<file path="src/include/mw3_pkg.sv">
// How it works
// - Bits 31:12 hold a writable translated base used for downstream window three.
// - Translated-base bits enabled by the size mask, and bit 31 always, replace address bits.
// - Type selector bit 0 reads zero in both setup registers; writes ignored.
// - Bits 2:1 hold address type: 00 is 32-bit, 01 is 64-bit.
// - Upstream address type resets to 01, downstream address type to 00.
// - Each size-mask bit makes its base-address bit writable; downstream mask 30:12.
// - Upstream size mask 31:12 is software writable and resets to zero.
// - Downstream setup bit 31 enables the window base register; resets zero.
// - Upper setup bit 31 enables the 64-bit base register; resets zero.
// - Upper setup bits 30:0 are a writable mask for upper base bits.
package mw3_pkg;

    // Register bus geometry.
    localparam int unsigned MW3_AW = 8;
    localparam int unsigned MW3_DW = 32;

    // Register offsets (byte addresses).
    localparam logic [7:0] MW3_OFS_DN_XLAT = 8'h10;
    localparam logic [7:0] MW3_OFS_DN_SETUP = 8'h14;
    localparam logic [7:0] MW3_OFS_DN_UPPER = 8'h18;
    localparam logic [7:0] MW3_OFS_UP_SETUP = 8'h34;
    localparam logic [7:0] MW3_OFS_UP_UPPER = 8'h38;

    // Field positions.
    localparam int unsigned MW3_TYPE_BIT = 0;
    localparam int unsigned MW3_ATYPE_LSB = 1;
    localparam int unsigned MW3_PREF_BIT = 3;
    localparam int unsigned MW3_BASE_LSB = 12;
    localparam int unsigned MW3_EN_BIT = 31;

    // Address type encodings.
    localparam logic [1:0] MW3_ATYPE_32 = 2'h0;
    localparam logic [1:0] MW3_ATYPE_64 = 2'h1;

    // Reset values.
    localparam logic [19:0] MW3_XLAT_RST = 20'h00000;
    localparam logic [1:0] MW3_DN_ATYPE_RST = MW3_ATYPE_32;
    localparam logic [1:0] MW3_UP_ATYPE_RST = MW3_ATYPE_64;
    localparam logic MW3_PREF_RST = 1'h0;
    localparam logic MW3_EN_RST = 1'h0;
    localparam logic [18:0] MW3_DN_SIZE_RST = 19'h00000;
    localparam logic [19:0] MW3_UP_SIZE_RST = 20'h00000;
    localparam logic [30:0] MW3_HI_SIZE_RST = 31'h00000000;
    localparam logic [31:0] MW3_RD_IDLE = 32'h00000000;

    // Register bus request from the software master.
    typedef struct packed {
        logic [7:0] addr;
        logic [31:0] wdata;
        logic we;
        logic re;
    } mw3_req_t;

    // Window configuration handed to the base-address and decode logic.
    typedef struct packed {
        logic en;
        logic hi_en;
        logic pref;
        logic [1:0] atype;
        logic [31:0] lo_wmask;
        logic [30:0] hi_wmask;
    } mw3_win_t;

endpackage

</file>
<file path="src/hdl/mw3_window_setup_regs.sv">
`timescale 1ns/1ps
module mw3_window_setup_regs
    import mw3_pkg::*;
(
    input wire logic mclk_i,                 // Core clock, 20 MHz.
    input wire logic rstn_i,                 // Asynchronous reset, active low.
    input wire mw3_req_t req_i,              // Register bus request.
    output logic [31:0] rdata_o,             // Read data, one cycle later.
    input wire logic ws_we_i,                // Strap write of downstream setup.
    input wire logic [31:0] ws_data_i,       // Strap value for downstream setup.
    input wire logic dn_req_i,               // Downstream address to translate.
    input wire logic [31:0] dn_addr_i,       // Initiator address in the window.
    output logic dn_valid_o,                 // Translated address is valid.
    output logic [31:0] dn_addr_o,           // Translated downstream address.
    output mw3_win_t dn_win_o,               // Downstream window configuration.
    output mw3_win_t up_win_o                // Upstream window configuration.
);

    // Writable translated base, bits 31:12 of its register.
    logic [19:0] xlat_q;

    // Downstream setup fields, loaded only through the strap path.
    logic [1:0] dn_atype_q;
    logic dn_pref_q;
    logic [18:0] dn_size_q;
    logic dn_en_q;

    // Downstream upper setup fields.
    logic [30:0] dn_hi_size_q;
    logic dn_hi_en_q;

    // Upstream setup fields.
    logic up_pref_q;
    logic [19:0] up_size_q;

    // Upstream upper setup fields.
    logic [30:0] up_hi_size_q;
    logic up_hi_en_q;

    // Bus side registers.
    logic [31:0] rdata_q;
    logic [31:0] rdata_d;

    // Translation path registers.
    logic dn_valid_q;
    logic [31:0] dn_addr_q;

    // Decoded write strobes.
    logic wr_xlat;
    logic wr_dn_hi;
    logic wr_up;
    logic wr_up_hi;

    // Packs the low setup word; the type selector always reads as memory.
    function automatic logic [31:0] setup_word(
        input logic [1:0] atype,
        input logic pref,
        input logic [19:0] size,
        input logic en
    );
        logic [31:0] w;
        w = 32'h00000000;
        w[MW3_TYPE_BIT] = 1'b0;
        w[MW3_ATYPE_LSB +: 2] = atype;
        w[MW3_PREF_BIT] = pref;
        w[31:MW3_BASE_LSB] = size;
        if (en) begin
            w[MW3_EN_BIT] = 1'b1;
        end
        return w;
    endfunction

    // Packs an upper setup word from its mask and its enable.
    function automatic logic [31:0] upper_word(
        input logic [30:0] size,
        input logic en
    );
        return {en, size};
    endfunction

    // Expands a size field to a full write mask for the low base register.
    function automatic logic [31:0] low_mask(input logic [19:0] size);
        return {size, 12'h000};
    endfunction

    // Merges translated base bits under the mask with the original offset.
    function automatic logic [31:0] xlat_merge(
        input logic [31:0] base,
        input logic [31:0] addr,
        input logic [31:0] mask
    );
        return (base & mask) | (addr & ~mask);
    endfunction

    // Address decode for bus writes; the downstream setup has no bus write.
    assign wr_xlat = req_i.we && (req_i.addr == MW3_OFS_DN_XLAT);
    assign wr_dn_hi = req_i.we && (req_i.addr == MW3_OFS_DN_UPPER);
    assign wr_up = req_i.we && (req_i.addr == MW3_OFS_UP_SETUP);
    assign wr_up_hi = req_i.we && (req_i.addr == MW3_OFS_UP_UPPER);

    // Translated base; the low twelve bits are never stored.
    always_ff @(posedge mclk_i or negedge rstn_i) begin
        if (!rstn_i) begin
            xlat_q <= MW3_XLAT_RST;
        end else if (wr_xlat) begin
            xlat_q <= req_i.wdata[31:MW3_BASE_LSB];
        end
    end

    // Downstream setup is read-only to software; only the strap loads it.
    // Bit 31 of the strap word lands in the enable, not in the size mask.
    always_ff @(posedge mclk_i or negedge rstn_i) begin
        if (!rstn_i) begin
            dn_atype_q <= MW3_DN_ATYPE_RST;
            dn_pref_q <= MW3_PREF_RST;
            dn_size_q <= MW3_DN_SIZE_RST;
            dn_en_q <= MW3_EN_RST;
        end else if (ws_we_i) begin
            dn_atype_q <= ws_data_i[MW3_ATYPE_LSB +: 2];
            dn_pref_q <= ws_data_i[MW3_PREF_BIT];
            dn_size_q <= ws_data_i[30:MW3_BASE_LSB];
            dn_en_q <= ws_data_i[MW3_EN_BIT];
        end
    end

    // Downstream upper setup, fully writable by software.
    always_ff @(posedge mclk_i or negedge rstn_i) begin
        if (!rstn_i) begin
            dn_hi_size_q <= MW3_HI_SIZE_RST;
            dn_hi_en_q <= MW3_EN_RST;
        end else if (wr_dn_hi) begin
            dn_hi_size_q <= req_i.wdata[30:0];
            dn_hi_en_q <= req_i.wdata[MW3_EN_BIT];
        end
    end

    // Upstream setup; its address type is fixed and takes no write.
    always_ff @(posedge mclk_i or negedge rstn_i) begin
        if (!rstn_i) begin
            up_pref_q <= MW3_PREF_RST;
            up_size_q <= MW3_UP_SIZE_RST;
        end else if (wr_up) begin
            up_pref_q <= req_i.wdata[MW3_PREF_BIT];
            up_size_q <= req_i.wdata[31:MW3_BASE_LSB];
        end
    end

    // Upstream upper setup, fully writable by software.
    always_ff @(posedge mclk_i or negedge rstn_i) begin
        if (!rstn_i) begin
            up_hi_size_q <= MW3_HI_SIZE_RST;
            up_hi_en_q <= MW3_EN_RST;
        end else if (wr_up_hi) begin
            up_hi_size_q <= req_i.wdata[30:0];
            up_hi_en_q <= req_i.wdata[MW3_EN_BIT];
        end
    end

    // Read multiplexer; unmapped offsets and reserved fields read zero.
    always_comb begin
        rdata_d = MW3_RD_IDLE;
        unique case (req_i.addr)
            MW3_OFS_DN_XLAT: begin
                rdata_d = {xlat_q, 12'h000};
            end
            MW3_OFS_DN_SETUP: begin
                rdata_d = setup_word(dn_atype_q, dn_pref_q,
                    {1'b0, dn_size_q}, dn_en_q);
            end
            MW3_OFS_DN_UPPER: begin
                rdata_d = upper_word(dn_hi_size_q, dn_hi_en_q);
            end
            MW3_OFS_UP_SETUP: begin
                rdata_d = setup_word(MW3_UP_ATYPE_RST, up_pref_q,
                    up_size_q, 1'b0);
            end
            MW3_OFS_UP_UPPER: begin
                rdata_d = upper_word(up_hi_size_q, up_hi_en_q);
            end
            default: begin
                rdata_d = MW3_RD_IDLE;
            end
        endcase
    end

    // Read data stand only in the cycle after the strobe, zero otherwise.
    always_ff @(posedge mclk_i or negedge rstn_i) begin
        if (!rstn_i) begin
            rdata_q <= MW3_RD_IDLE;
        end else if (req_i.re) begin
            rdata_q <= rdata_d;
        end else begin
            rdata_q <= MW3_RD_IDLE;
        end
    end

    // Downstream translation. Bit 31 is always base, since the downstream
    // mask stops at bit 30; requests while disabled are dropped so that a
    // half-programmed window never forwards a bogus address.
    always_ff @(posedge mclk_i or negedge rstn_i) begin
        if (!rstn_i) begin
            dn_valid_q <= 1'b0;
            dn_addr_q <= 32'h00000000;
        end else begin
            dn_valid_q <= dn_req_i && dn_en_q;
            if (dn_req_i && dn_en_q) begin
                dn_addr_q <= xlat_merge({xlat_q, 12'h000}, dn_addr_i,
                    low_mask({1'b1, dn_size_q}));
            end
        end
    end

    // Outputs come straight from the registers above.
    assign rdata_o = rdata_q;
    assign dn_valid_o = dn_valid_q;
    assign dn_addr_o = dn_addr_q;

    // Window configuration and write masks for the base-address logic that lives outside.
    assign dn_win_o.en = dn_en_q;
    assign dn_win_o.hi_en = dn_hi_en_q;
    assign dn_win_o.pref = dn_pref_q;
    assign dn_win_o.atype = dn_atype_q;
    assign dn_win_o.lo_wmask = low_mask({1'b0, dn_size_q});
    assign dn_win_o.hi_wmask = dn_hi_size_q;

    // The upstream setup has no enable bit; the window counts as enabled.
    assign up_win_o.en = 1'b1;
    assign up_win_o.hi_en = up_hi_en_q;
    assign up_win_o.pref = up_pref_q;
    assign up_win_o.atype = MW3_UP_ATYPE_RST;
    assign up_win_o.lo_wmask = low_mask(up_size_q);
    assign up_win_o.hi_wmask = up_hi_size_q;

endmodule // mw3_window_setup_regs

</file>
<file path="config.mk">
export PLATFORM = sky130hd
export DESIGN_NAME = mw3_window_setup_regs
export DESIGN_NICKNAME = d
export VERILOG_FILES = /design/src/include/mw3_pkg.sv /design/src/hdl/mw3_window_setup_regs.sv
export SDC_FILE = /design/constraint.sdc
export NUM_CORES = 1
export LEC_CHECK = 0
export ABC_CLOCK_PERIOD_IN_PS = 1700
export BUFFER_PORTS_ARGS = -buffer_cell sky130_fd_sc_hd__buf_4
export CAP_MARGIN = 25
export CORE_ASPECT_RATIO = 0.7
export CORE_MARGIN = 2
export CORE_UTILIZATION = 35
export DETAILED_ROUTE_END_ITERATION = 7
export PLACE_DENSITY_LB_ADDON = 0.12
export SLEW_MARGIN = 20
export SYNTH_ARGS = -nofsm -noshare
export SYNTH_HDL_FRONTEND = slang
export SYNTH_SLANG_ARGS = --single-unit
</file>
<file path="constraint.sdc">
create_clock -name mclk_i -period 1.7 [get_ports mclk_i]
set_clock_uncertainty 0.15 [all_clocks]
set_input_delay 0.085 -clock mclk_i [delete_from_list [all_inputs] [get_ports mclk_i]]
set_output_delay 0.085 -clock mclk_i [all_outputs]
set_load 0.1 [all_outputs]
</file>
==> metrics.md, run 1 <==
| Metric | Value |
|---|---|
| TritonCTS Buffers | `17` |
| Clk pin slew, worst setup/hold paths | `70 ps` |
| Share of post-route cells with drive strength above 1 | `0.559` |
| Period minus WS final | `1690 ps` |
| Tcrit/Tclk final | `0.997` |
| Die X | `189 um` |
| Yosys warning total | `0` |
| Share of the yosys chip area belonging to registers | `0.574` |
| Routed vias | `6302` |
| Post-synth ARST share | `1.00` |
| Post-CTS setup buffers | `0` |
| Hold Fails Final Rpt | `0` |
| Buffers on Ports | `272` |
| Ranking of synthesized cells by area | `dfrtp_1 (57%), mux2_2 (19%), mux2_4 (5.3%)` |
| Floorplan row count | `47` |
| Status | `completed` |
| Die ar. | `25300 um^2` |
| First-pass GRT wire length | `40.1 mm` |
| Nets | `1079` |
| DP Cell Count | `1176` |
| Routability Congestion | `0.775` |
| P&R area growth vs syn | `49.4%` |
| CTS max path bufs | `2` |
| Crit path capture type | `flip-flop` |
| Core Util, Final | `0.532` |
| TritonCTS Sinks | `193` |
| Switching share of power | `0.369` |
| Area leader, netlist | `dfrtp_1` |
| Hold Crit Class | `in2async` |
| WP data required | `1860 ps` |
| DRT Pass-1 Iters | `5` |
| Core area | `23600 um^2` |
| Fmax | `590 MHz` |
| WS Path Type | `in2reg` |
| CP startpoint kind | `primary input` |
| Vias in the first global route | `6745` |
| Reg2reg start | `dn_en_q` |
| Post-synthesis cell count | `592` |
| Die Y | `134 um` |
| # DRC | `0` |
| Area share of the largest cell type after synthesis | `0.574` |
| Main synth FF type | `dfrtp_1` |
| GRT Overall Usage | `0.211` |
| Post-route setup TNS | `0 ps` |
| Final WL | `26.6 mm` |
| Via-per-instance ratio | `4.85` |
| Max Slew Vio Count | `0` |
| Initial Util | `0.356` |
| Initial antenna violation count | `0` |
| Yosys reg bits | `193` |
| Grt ovf | `0` |
| Int Pwr | `8.63 mW` |
| Power Dens Cells | `1090 nW/um^2` |
| Logic pwr share | `0.293` |
| Slew @ Worst Pin | `573 ps` |
| Clock power frac | `0.330` |
| Total net switching power | `5.05 mW` |
| VDD IR max | `0.686 mV` |
| CTS tree | `built` |
| Max Cap Viol | `0` |
| Largest net degree at the start of global routing | `57` |
| Root Buffer | `clkbuf_16` |
| Routed Antenna Nets | `0` |
| LEAKAGE | `6.29 nW` |
| H-tree Lvls | `4` |
| Wire per inst | `20.5 um` |
| Reg power frac | `0.378` |
| Post-Layout Cell Count | `1300` |
| Worst skew pair latency | `430 ps` |
| Post-synthesis cell area | `8420 um^2` |
| Avg Cell Area, Syn | `14.2 um^2` |
| Finish-stage setup viols | `0` |
| Max FO, Critical Path | `16` |
| Synth cell types | `36` |
| Crit. Startpoint | `req_i[39]` |
| R2R Setup Slk | `120 ps` |
| Relative slew slack | `0.616` |
| RSZ-0062 raised after global routing | `no` |
| Diode count | `0` |
| I/O Pins | `311` |
| EDFF count, synth | `0` |
| DR iter-0 viols | `350` |
| Final HPWL DP | `18.5 mm` |
| Worst path arrival time | `1860 ps` |
## cell type report
cell class              count  area [um^2]
clock buffers              20          457
multi-input cells         356         3260
inverters                   1         3.75
clock inverters            12          203
repair buffers            400         3380
flip-flops and latches    193         4870
fillers                  2030        11100
well taps                 318          398
## layout by cell type, fill, tap and decap left out, types with 2 or more instances in the layout
master | netlist | final
a222oi_1 | 16 | 16
a22oi_1 | 20 | 20
and3_1 | 2 | 2
buf_12 | 0 | 11
buf_4 | 35 | 295
bufinv_16 | 0 | 5
clkbuf_16 | 0 | 17
clkbuf_8 | 0 | 3
clkinv_2 | 0 | 2
conb_1 | 2 | 28
dfrtp_1 | 193 | 161
dfrtp_2 | 0 | 32
dlygate4sd3_1 | 0 | 92
inv_6 | 0 | 3
mux2_1 | 6 | 6
mux2_2 | 141 | 141
mux2_4 | 30 | 30
mux2i_1 | 19 | 19
nand2_1 | 21 | 21
nand4_1 | 3 | 3
nor2_1 | 28 | 28
nor2b_1 | 2 | 2
nor4b_4 | 2 | 3
o21ai_0 | 19 | 19
o22ai_1 | 5 | 5
## power by group through the flow
stage / logic, mW / registers, mW / clock network [mW]
global route: 4.13 / 5.20 / 4.79
CTS: 4.02 / 5.16 / 4.62
detailed placement: 3.84 / 5.25 / 0
finish: 4.00 / 5.16 / 4.51
floorplan: 0.880 / 7.20 / 0
global placement: 3.80 / 5.23 / 0
## Yosys cell counts (all sizes together), types with 2 or more instances
master / number
dfrtp: 193
mux2: 177
buf: 58
nor2: 28
nand2: 21
a22oi: 20
mux2i: 19
o21ai: 19
a222oi: 16
clkbuf: 10
o22ai: 5
nand4: 4
nor4b: 3
and3: 2
conb: 2
nor2b: 2
## flip-flops by register name (all words and copies together) (netlist names)
| name | cells |
|---|---|
| up_hi_size_q | 31 |
| dn_size_q | 19 |
| dn_hi_en_q | 1 |
| rdata_o | 32 |
| dn_hi_size_q | 31 |
| up_hi_en_q | 1 |
| dn_addr_o | 32 |
| up_pref_q | 1 |
| dn_atype_q | 2 |
| dn_en_q | 1 |
| xlat_q | 20 |
| dn_pref_q | 1 |
| dn_valid_o | 1 |
| up_size_q | 20 |
## logic make-up (layout without fill, tap and decap cells)
logic type | after synthesis | after routing | synth area share
buffers and inverters | 69 | 433 | 0.0525
DFF | 193 | 193 | 0.574
AOI/OAI and AO/OA | 66 | 66 | 0.0572
and+or+nand+nor | 66 | 66 | 0.0431
other | 2 | 28 | 0.000892
muxes | 196 | 196 | 0.273
## critical path, cell delays in order
cell and delay, ps:
buf_4 140, dlygate4sd3_1 600, buf_6 160, and3_1 180, buf_12 170, a222oi_1 420
nor2_1 80
## routing by layer
metal | vias to the layer above | share of wire | track usage
li1 | 2828 | - | -
met1 | 3231 | 0.45 | 0.275
met2 | 211 | 0.48 | 0.349
met3 | 32 | 0.060 | 0.0543
met4 | 0 | 0.015 | 0.0594
met5 | - | 0 | 0
## final timing paths
check	end	cells past startpoint
setup / recovery	rdata_o[26]	7
hold / removal	dn_addr_o[5]	2
setup reg to reg	dn_addr_o[19]	4
hold reg to reg	dn_addr_o[25]	2
max in group asynchronous	dn_atype_q[0]	3
min in group mclk_i	rdata_o[2]	5
## through the flow
step	hold slack [ps]	total power [mW]	setup WS (ps)	instance area, um^2
final	36.8	13.7	5.14	12600
after global routing	58.2	14.1	17.4	12600
after CTS	28.0	13.8	9.64	12600
after detailed placement	-36.2	9.09	-65.7	11000
after global placement	-52.1	9.03	14.4	11000
after floorplan	-361	8.08	11.3	8560
## repair_timing
item	in CTS	in global routing
resized for setup	0	1
endpoints found under the hold margin	354	0
hold buffers	92	0
endpoints found under the setup margin	0	3
Note: power is estimated with default switching activity, not from simulation.
==> run 2, diff against run 1 <==
- CORE_UTILIZATION: 35 -> 45
==> run 2 against run 1 <==
Net effect: the run now ends with DRC left; global-route usage rose by 4.2 points; combinational power is essentially flat; first-iteration DRC count increased by 54%; critical path depth is 3 lower; critical endpoint is now dn_addr_o[6].
==> metrics.md, run 2 (same netlist as run 1, synthesis figures left out) <==
| Metric | Value |
|---|---|
| Die ar. | `19800 um^2 (was 25300 um^2)` |
| Routability Congestion | `0.811 (was 0.775)` |
| RSZ-0062 raised after global routing | `no (unchanged)` |
| Floorplan row count | `41 (was 47)` |
| I/O Pins | `311 (unchanged)` |
| LEAKAGE | `6.22 nW (was 6.29 nW)` |
| Share of post-route cells with drive strength above 1 | `0.558 (was 0.559)` |
| Post-route setup TNS | `0 ps (unchanged)` |
| Worst Hold Slack | `30.4 ps (was 36.8 ps)` |
| Max FO, Critical Path | `13 (was 16)` |
| Largest net degree at the start of global routing | `54 (was 57)` |
| WP data required | `1870 ps (was 1860 ps)` |
| Hold Fails Final Rpt | `0 (unchanged)` |
| Post-CTS setup buffers | `0 (unchanged)` |
| VDD IR max | `0.637 mV (was 0.686 mV)` |
| Most frequent cells in the layout | `buf_4 (299), dfrtp_1 (161), mux2_2 (141), dlygate4sd3_1 (90), dfrtp_2 (32) (was buf_4 (295), dfrtp_1 (161), mux2_2 (141), dlygate4sd3_1 (92), dfrtp_2 (32))` |
| Routed Antenna Nets | `0 (unchanged)` |
| Die X | `167 um (was 189 um)` |
| Status | `finished, violations left (was completed)` |
| Pre-CTS setup slack | `-37.6 ps (was -65.7 ps)` |
| Buffers on Ports | `272 (unchanged)` |
| Grt ovf | `0 (unchanged)` |
| TritonCTS Sinks | `193 (unchanged)` |
| Fmax | `675 MHz (was 590 MHz)` |
| Initial Util | `0.464 (was 0.356)` |
| Tcrit/Tclk final | `0.871 (was 0.997)` |
| Period minus WS final | `1480 ps (was 1690 ps)` |
| Failing checks | `DRC` |
| Relative slew slack | `0.623 (was 0.616)` |
| Vias in the first global route | `6584 (was 6745)` |
| CP startpoint kind | `flip-flop (was primary input)` |
| Final HPWL DP | `16.8 mm (was 18.5 mm)` |
| CTS max path bufs | `2 (unchanged)` |
| Diode count | `0 (unchanged)` |
| DRT Pass-1 Iters | `8 (was 5)` |
| Root Buffer | `clkbuf_16 (unchanged)` |
| Commonest non-fill, non-tap cell in the layout | `buf_4 (unchanged)` |
| H-tree Lvls | `4 (unchanged)` |
| Crit path capture type | `flip-flop (unchanged)` |
| DR iter-0 viols | `540 (was 350)` |
| Power after layout | `13.0 mW (was 13.7 mW)` |
| Slack of the critical path | `219 ps (was 5.14 ps)` |
| Clk pin slew, worst setup/hold paths | `70 ps (about the same)` |
| Finish-stage setup viols | `0 (unchanged)` |
| # DRC | `20 (was 0)` |
| CTS tree | `built (unchanged)` |
| Initial antenna violation count | `0 (unchanged)` |
| Worst skew pair latency | `430 ps (about the same)` |
| Hold Crit Class | `in2async (unchanged)` |
| Power Dens Cells | `1060 nW/um^2 (was 1090 nW/um^2)` |
| Area post-placement | `10900 um^2 (was 11000 um^2)` |
| Via-per-instance ratio | `5.23 (was 4.85)` |
| Wire per inst | `20.4 um (was 20.5 um)` |
| First-pass GRT wire length | `38.5 mm (was 40.1 mm)` |
| P&R area growth vs syn | `46.2% (was 49.4%)` |
| GRT Overall Usage | `0.252 (was 0.211)` |
| Slew @ Worst Pin | `563 ps (was 573 ps)` |
| Die Y | `118 um (was 134 um)` |
| Core area | `18200 um^2 (was 23600 um^2)` |
| Max Cap Viol | `0 (unchanged)` |
| Max Slew Vio Count | `0 (unchanged)` |
| Nets | `1077 (was 1079)` |
| TritonCTS Buffers | `17 (unchanged)` |
| Routed vias | `6358 (was 6302)` |
| WS Path Type | `reg2reg (was in2reg)` |
| Finished Cell Area | `12300 um^2 (was 12600 um^2)` |
| Worst path arrival time | `1650 ps (was 1860 ps)` |
| Final WL | `24.8 mm (was 26.6 mm)` |
-- run 2: metal layers --
layer / routed length (um) / vias up / GRT usage
met2: 11700 / 292 / 0.398
met1: 10900 / 3200 / 0.351
met4: 427 / 0 / 0.0766
li1: - / 2836 / -
met3: 1790 / 30 / 0.0563
met5: 0 / - / 0
-- run 2: power breakdown --
group          total, mW  internal, mW  switching (mW)
clock               3.88          2.06            1.82
combinational       3.99          1.01            2.97
sequential          5.16          4.90           0.252
total               13.0          7.98            5.05
-- run 2: layout make-up --
cell class	count	area, um^2
inverters	1	3.75
repair buffers	398	3320
clock inverters	12	125
well taps	236	295
multi-input cells	356	3260
clock buffers	20	437
fillers	1318	5850
flip-flops and latches	193	4870
-- run 2: metrics by stage --
stage          utilization  instances
3_5_place_dp         0.597       1094
6_report             0.678       1216
5_1_grt              0.678       1216
2_1_floorplan            -        618
4_1_cts              0.678       1216
3_3_place_gp         0.597       1094
-- run 2: repair_timing --
action | CTS | global route
hold endpoints to repair | 354 | 0
endpoints found under the setup margin | 0 | 0
gates resized for setup | 0 | 0
hold buffers | 90 | 0
-- run 2: worst paths after layout --
path / from / to / slack [ps] / depth (start not counted)
setup / recovery: dn_en_q / dn_addr_o[6] / 220 / 4
hold / removal: rstn_i / dn_addr_o[2] / 30 / 2
setup reg to reg: dn_en_q / dn_addr_o[6] / 220 / 4
hold reg to reg: dn_addr_o[25] / dn_addr_o[25] / 330 / 2
max in group asynchronous: rstn_i / up_size_q[11] / 740 / 3
min in group mclk_i: req_i[39] / rdata_o[3] / 40 / 3
-- run 2: worst max-delay path: stages, from the launching register on --
cell     delay, ps
dfrtp_1        400
nand2_1        160
inv_1           90
buf_4          210
mux2_2         360
==> run 3, diff against run 2 <==
--- a/config.mk
+++ b/config.mk
@@ -15,2 +15,3 @@
 export PLACE_DENSITY_LB_ADDON = 0.12
+export SKIP_CTS_REPAIR_TIMING = 1
 export SLEW_MARGIN = 20
==> constraint.sdc (replaced) <==
create_clock -name mclk_i -period 1.7 [get_ports mclk_i]
set_clock_uncertainty 0.15 [all_clocks]
set_input_delay 0.255 -clock mclk_i [delete_from_list [all_inputs] [get_ports mclk_i]]
set_output_delay 0.255 -clock mclk_i [all_outputs]
set_load 0.1 [all_outputs]
==> run 3 against run 2 <==
Net effect: the run ends with DRC, hold timing left; utilization is 0.12 points lower; first-iteration DRC count is 1.1% higher; highest routed layer unchanged; largest power group unchanged; cell count is 0.66% lower; count of clock-buffer cells in the layout is 2 lower; critical path type is now reg2out; setup slack worse by 130 ps; global-route usage is 0.62 points lower.
==> metrics.md, run 3 (same netlist as run 1, synthesis figures left out) <==
| Metric | Value |
|---|---|
| CTS max path bufs | `2 (unchanged)` |
| Max FO, Critical Path | `4 (was 13)` |
| Area post-placement | `10900 um^2 (about the same)` |
| Failing checks | `DRC, hold timing (was DRC)` |
| CP peak stage delay | `450 ps (was 400 ps)` |
| LEAKAGE | `6.23 nW (was 6.22 nW)` |
| R2R Setup Slk | `110 ps (was 220 ps)` |
| DR iter-0 viols | `546 (was 540)` |
| Worst skew pair latency | `430 ps (about the same)` |
| Nets | `1069 (was 1077)` |
| TritonCTS Sinks | `193 (unchanged)` |
| Routed vias | `6345 (was 6358)` |
| Slack of the critical path | `92.4 ps (was 219 ps)` |
| Via-per-instance ratio | `5.25 (was 5.23)` |
| Fillers | `1342 (was 1318)` |
| WS Path Type | `reg2out (was reg2reg)` |
| R2R Path End | `dn_addr_o[0] (was dn_addr_o[6])` |
| Max Cap Viol | `0 (unchanged)` |
| Crit path capture type | `output pin (was flip-flop)` |
| Initial Util | `0.464 (unchanged)` |
| Status | `finished, violations left (unchanged)` |
| Final HPWL DP | `17.3 mm (was 16.8 mm)` |
| Wire per inst | `20.9 um (was 20.4 um)` |
| Routed Antenna Nets | `0 (unchanged)` |
| Routability Congestion | `0.880 (was 0.811)` |
| Finish-stage setup viols | `0 (unchanged)` |
| FF-to-FF path depth | `3 (was 4)` |
| Met2 Use GR | `0.388 (was 0.398)` |
| Buffers on Ports | `272 (unchanged)` |
| Die X | `167 um (unchanged)` |
| Tcrit/Tclk final | `0.946 (was 0.871)` |
| Period minus WS final | `1610 ps (was 1480 ps)` |
| Crit. Startpoint | `dn_size_q[7] (was dn_en_q)` |
| CP startpoint kind | `flip-flop (unchanged)` |
| Largest net degree at the start of global routing | `68 (was 54)` |
| P&R area growth vs syn | `46.0% (was 46.2%)` |
| Pre-CTS setup slack | `-123 ps (was -37.6 ps)` |
| Initial antenna violation count | `0 (unchanged)` |
| Die ar. | `19800 um^2 (unchanged)` |
| RSZ-0062 raised after global routing | `no (unchanged)` |
| Worst Hold Slack | `-22.2 ps (was 30.4 ps)` |
| Met3 Use GR | `0.0643 (was 0.0563)` |
| Worst path arrival time | `1200 ps (was 1650 ps)` |
| Relative slew slack | `0.623 (about the same)` |
| First-pass GRT wire length | `37.2 mm (was 38.5 mm)` |
| Hold Path Cell Cnt | `3` |
| I/O Pins | `311 (unchanged)` |
| GRT Overall Usage | `0.246 (was 0.252)` |
| H-tree Lvls | `4 (unchanged)` |
| GR peak layer | `met2 (unchanged)` |
| Grt ovf | `0 (unchanged)` |
| CP max-delay cell | `dfrtp_1 (unchanged)` |
| Cell family with most CP delay | `flip-flops (unchanged)` |
| Root Buffer | `clkbuf_16 (unchanged)` |
| Worst hold path endpoint | `dn_addr_o[27]` |
| Die Y | `118 um (unchanged)` |
| Reg2reg start | `dn_en_q (unchanged)` |
| Final WL | `25.2 mm (was 24.8 mm)` |
| TritonCTS Buffers | `17 (unchanged)` |
| Finished Cell Area | `12300 um^2 (about the same)` |
| Commonest non-fill, non-tap cell in the layout | `buf_4 (unchanged)` |
| VDD IR max | `0.655 mV (was 0.637 mV)` |
| Diode count | `0 (unchanged)` |
| Crit path cell chain | `buf_4 (was nand2_1, inv_1, buf_4, mux2_2)` |
| DRT Pass-1 Iters | `8 (unchanged)` |
| Hold Crit Class | `in2reg (was in2async)` |
| Core area | `18200 um^2 (unchanged)` |
| Max Slew Vio Count | `0 (unchanged)` |
| Min-delay src | `dn_addr_i[27]` |
| Fmax | `622 MHz (was 675 MHz)` |
| WP data required | `1290 ps (was 1870 ps)` |
| Vias in the first global route | `6295 (was 6584)` |
| # DRC | `20 (unchanged)` |
| Most frequent cells in the layout | `buf_4 (300), dfrtp_1 (161), mux2_2 (141), dlygate4sd3_1 (78), dfrtp_2 (32) (was buf_4 (299), dfrtp_1 (161), mux2_2 (141), dlygate4sd3_1 (90), dfrtp_2 (32))` |
| Share of post-route cells with drive strength above 1 | `0.569 (was 0.558)` |
| Floorplan row count | `41 (unchanged)` |
| Buf/Inv on CP | `1 (was 2)` |
| Met1 usage | `0.337 (was 0.351)` |
| Power Dens Cells | `1080 nW/um^2 (was 1060 nW/um^2)` |
| CTS tree | `built (unchanged)` |
| Hold Fails Final Rpt | `4 (was 0)` |
| Clk pin slew, worst setup/hold paths | `70 ps (about the same)` |
| Slew @ Worst Pin | `563 ps (about the same)` |
[run 3: worst reg2reg max path: cells and delay by family (launching register included)]
family	cells	cell delay [ps]
simple gates	1	130
buf+inv	1	390
flops	1	410
mux	1	400
[run 3: power by group]
part / internal, mW / switching (mW) / leakage [nW] / total, mW
Combinational: 1.01 / 2.97 / 3.40 / 3.98
Sequential: 4.91 / 0.257 / 2.54 / 5.16
Clock: 2.31 / 1.76 / 0.294 / 4.08
Total: 8.23 / 4.99 / 6.23 / 13.2
[run 3: cell type report]
class / instances / area [um^2] / share of cell area
sequential: 193 / 4870 / 0.396
timing repair buffer: 390 / 3270 / 0.266
multi-input combinational: 356 / 3260 / 0.266
clock buffer: 18 / 429 / 0.0349
tap: 236 / 295 / 0.0240
clock inverter: 14 / 163 / 0.0132
inverter: 1 / 3.75 / 0.000305
[run 3: worst max path at each step]
stage	endpoint	slack, ps	cells after the start
after floorplan	rdata_o[13]	10	3
final	dn_win_o[50]	90	1
after CTS	dn_win_o[43]	70	1
after global placement	up_hi_size_q[5]	-120	6
after detailed placement	up_hi_size_q[5]	-120	6
after global routing	dn_win_o[50]	40	1
[run 3: through the flow]
step	util	power, mW	std cells	TNS (ps)
finish	0.677	13.2	1208	0
global route	0.677	13.7	1208	0
CTS	0.634	13.2	1130	0
detailed placement	0.601	9.08	1098	-7230
global placement	0.601	9.02	1098	-7020
floorplan	-	8.08	618	0
[run 3: per-layer routing]
metal | vias up | wire length (um) | share of wire
li1 | 2822 | - | -
met2 | 238 | 12100 | 0.48
met4 | 0 | 395 | 0.016
met3 | 23 | 1530 | 0.061
met5 | - | 0 | 0
met1 | 3262 | 11200 | 0.44
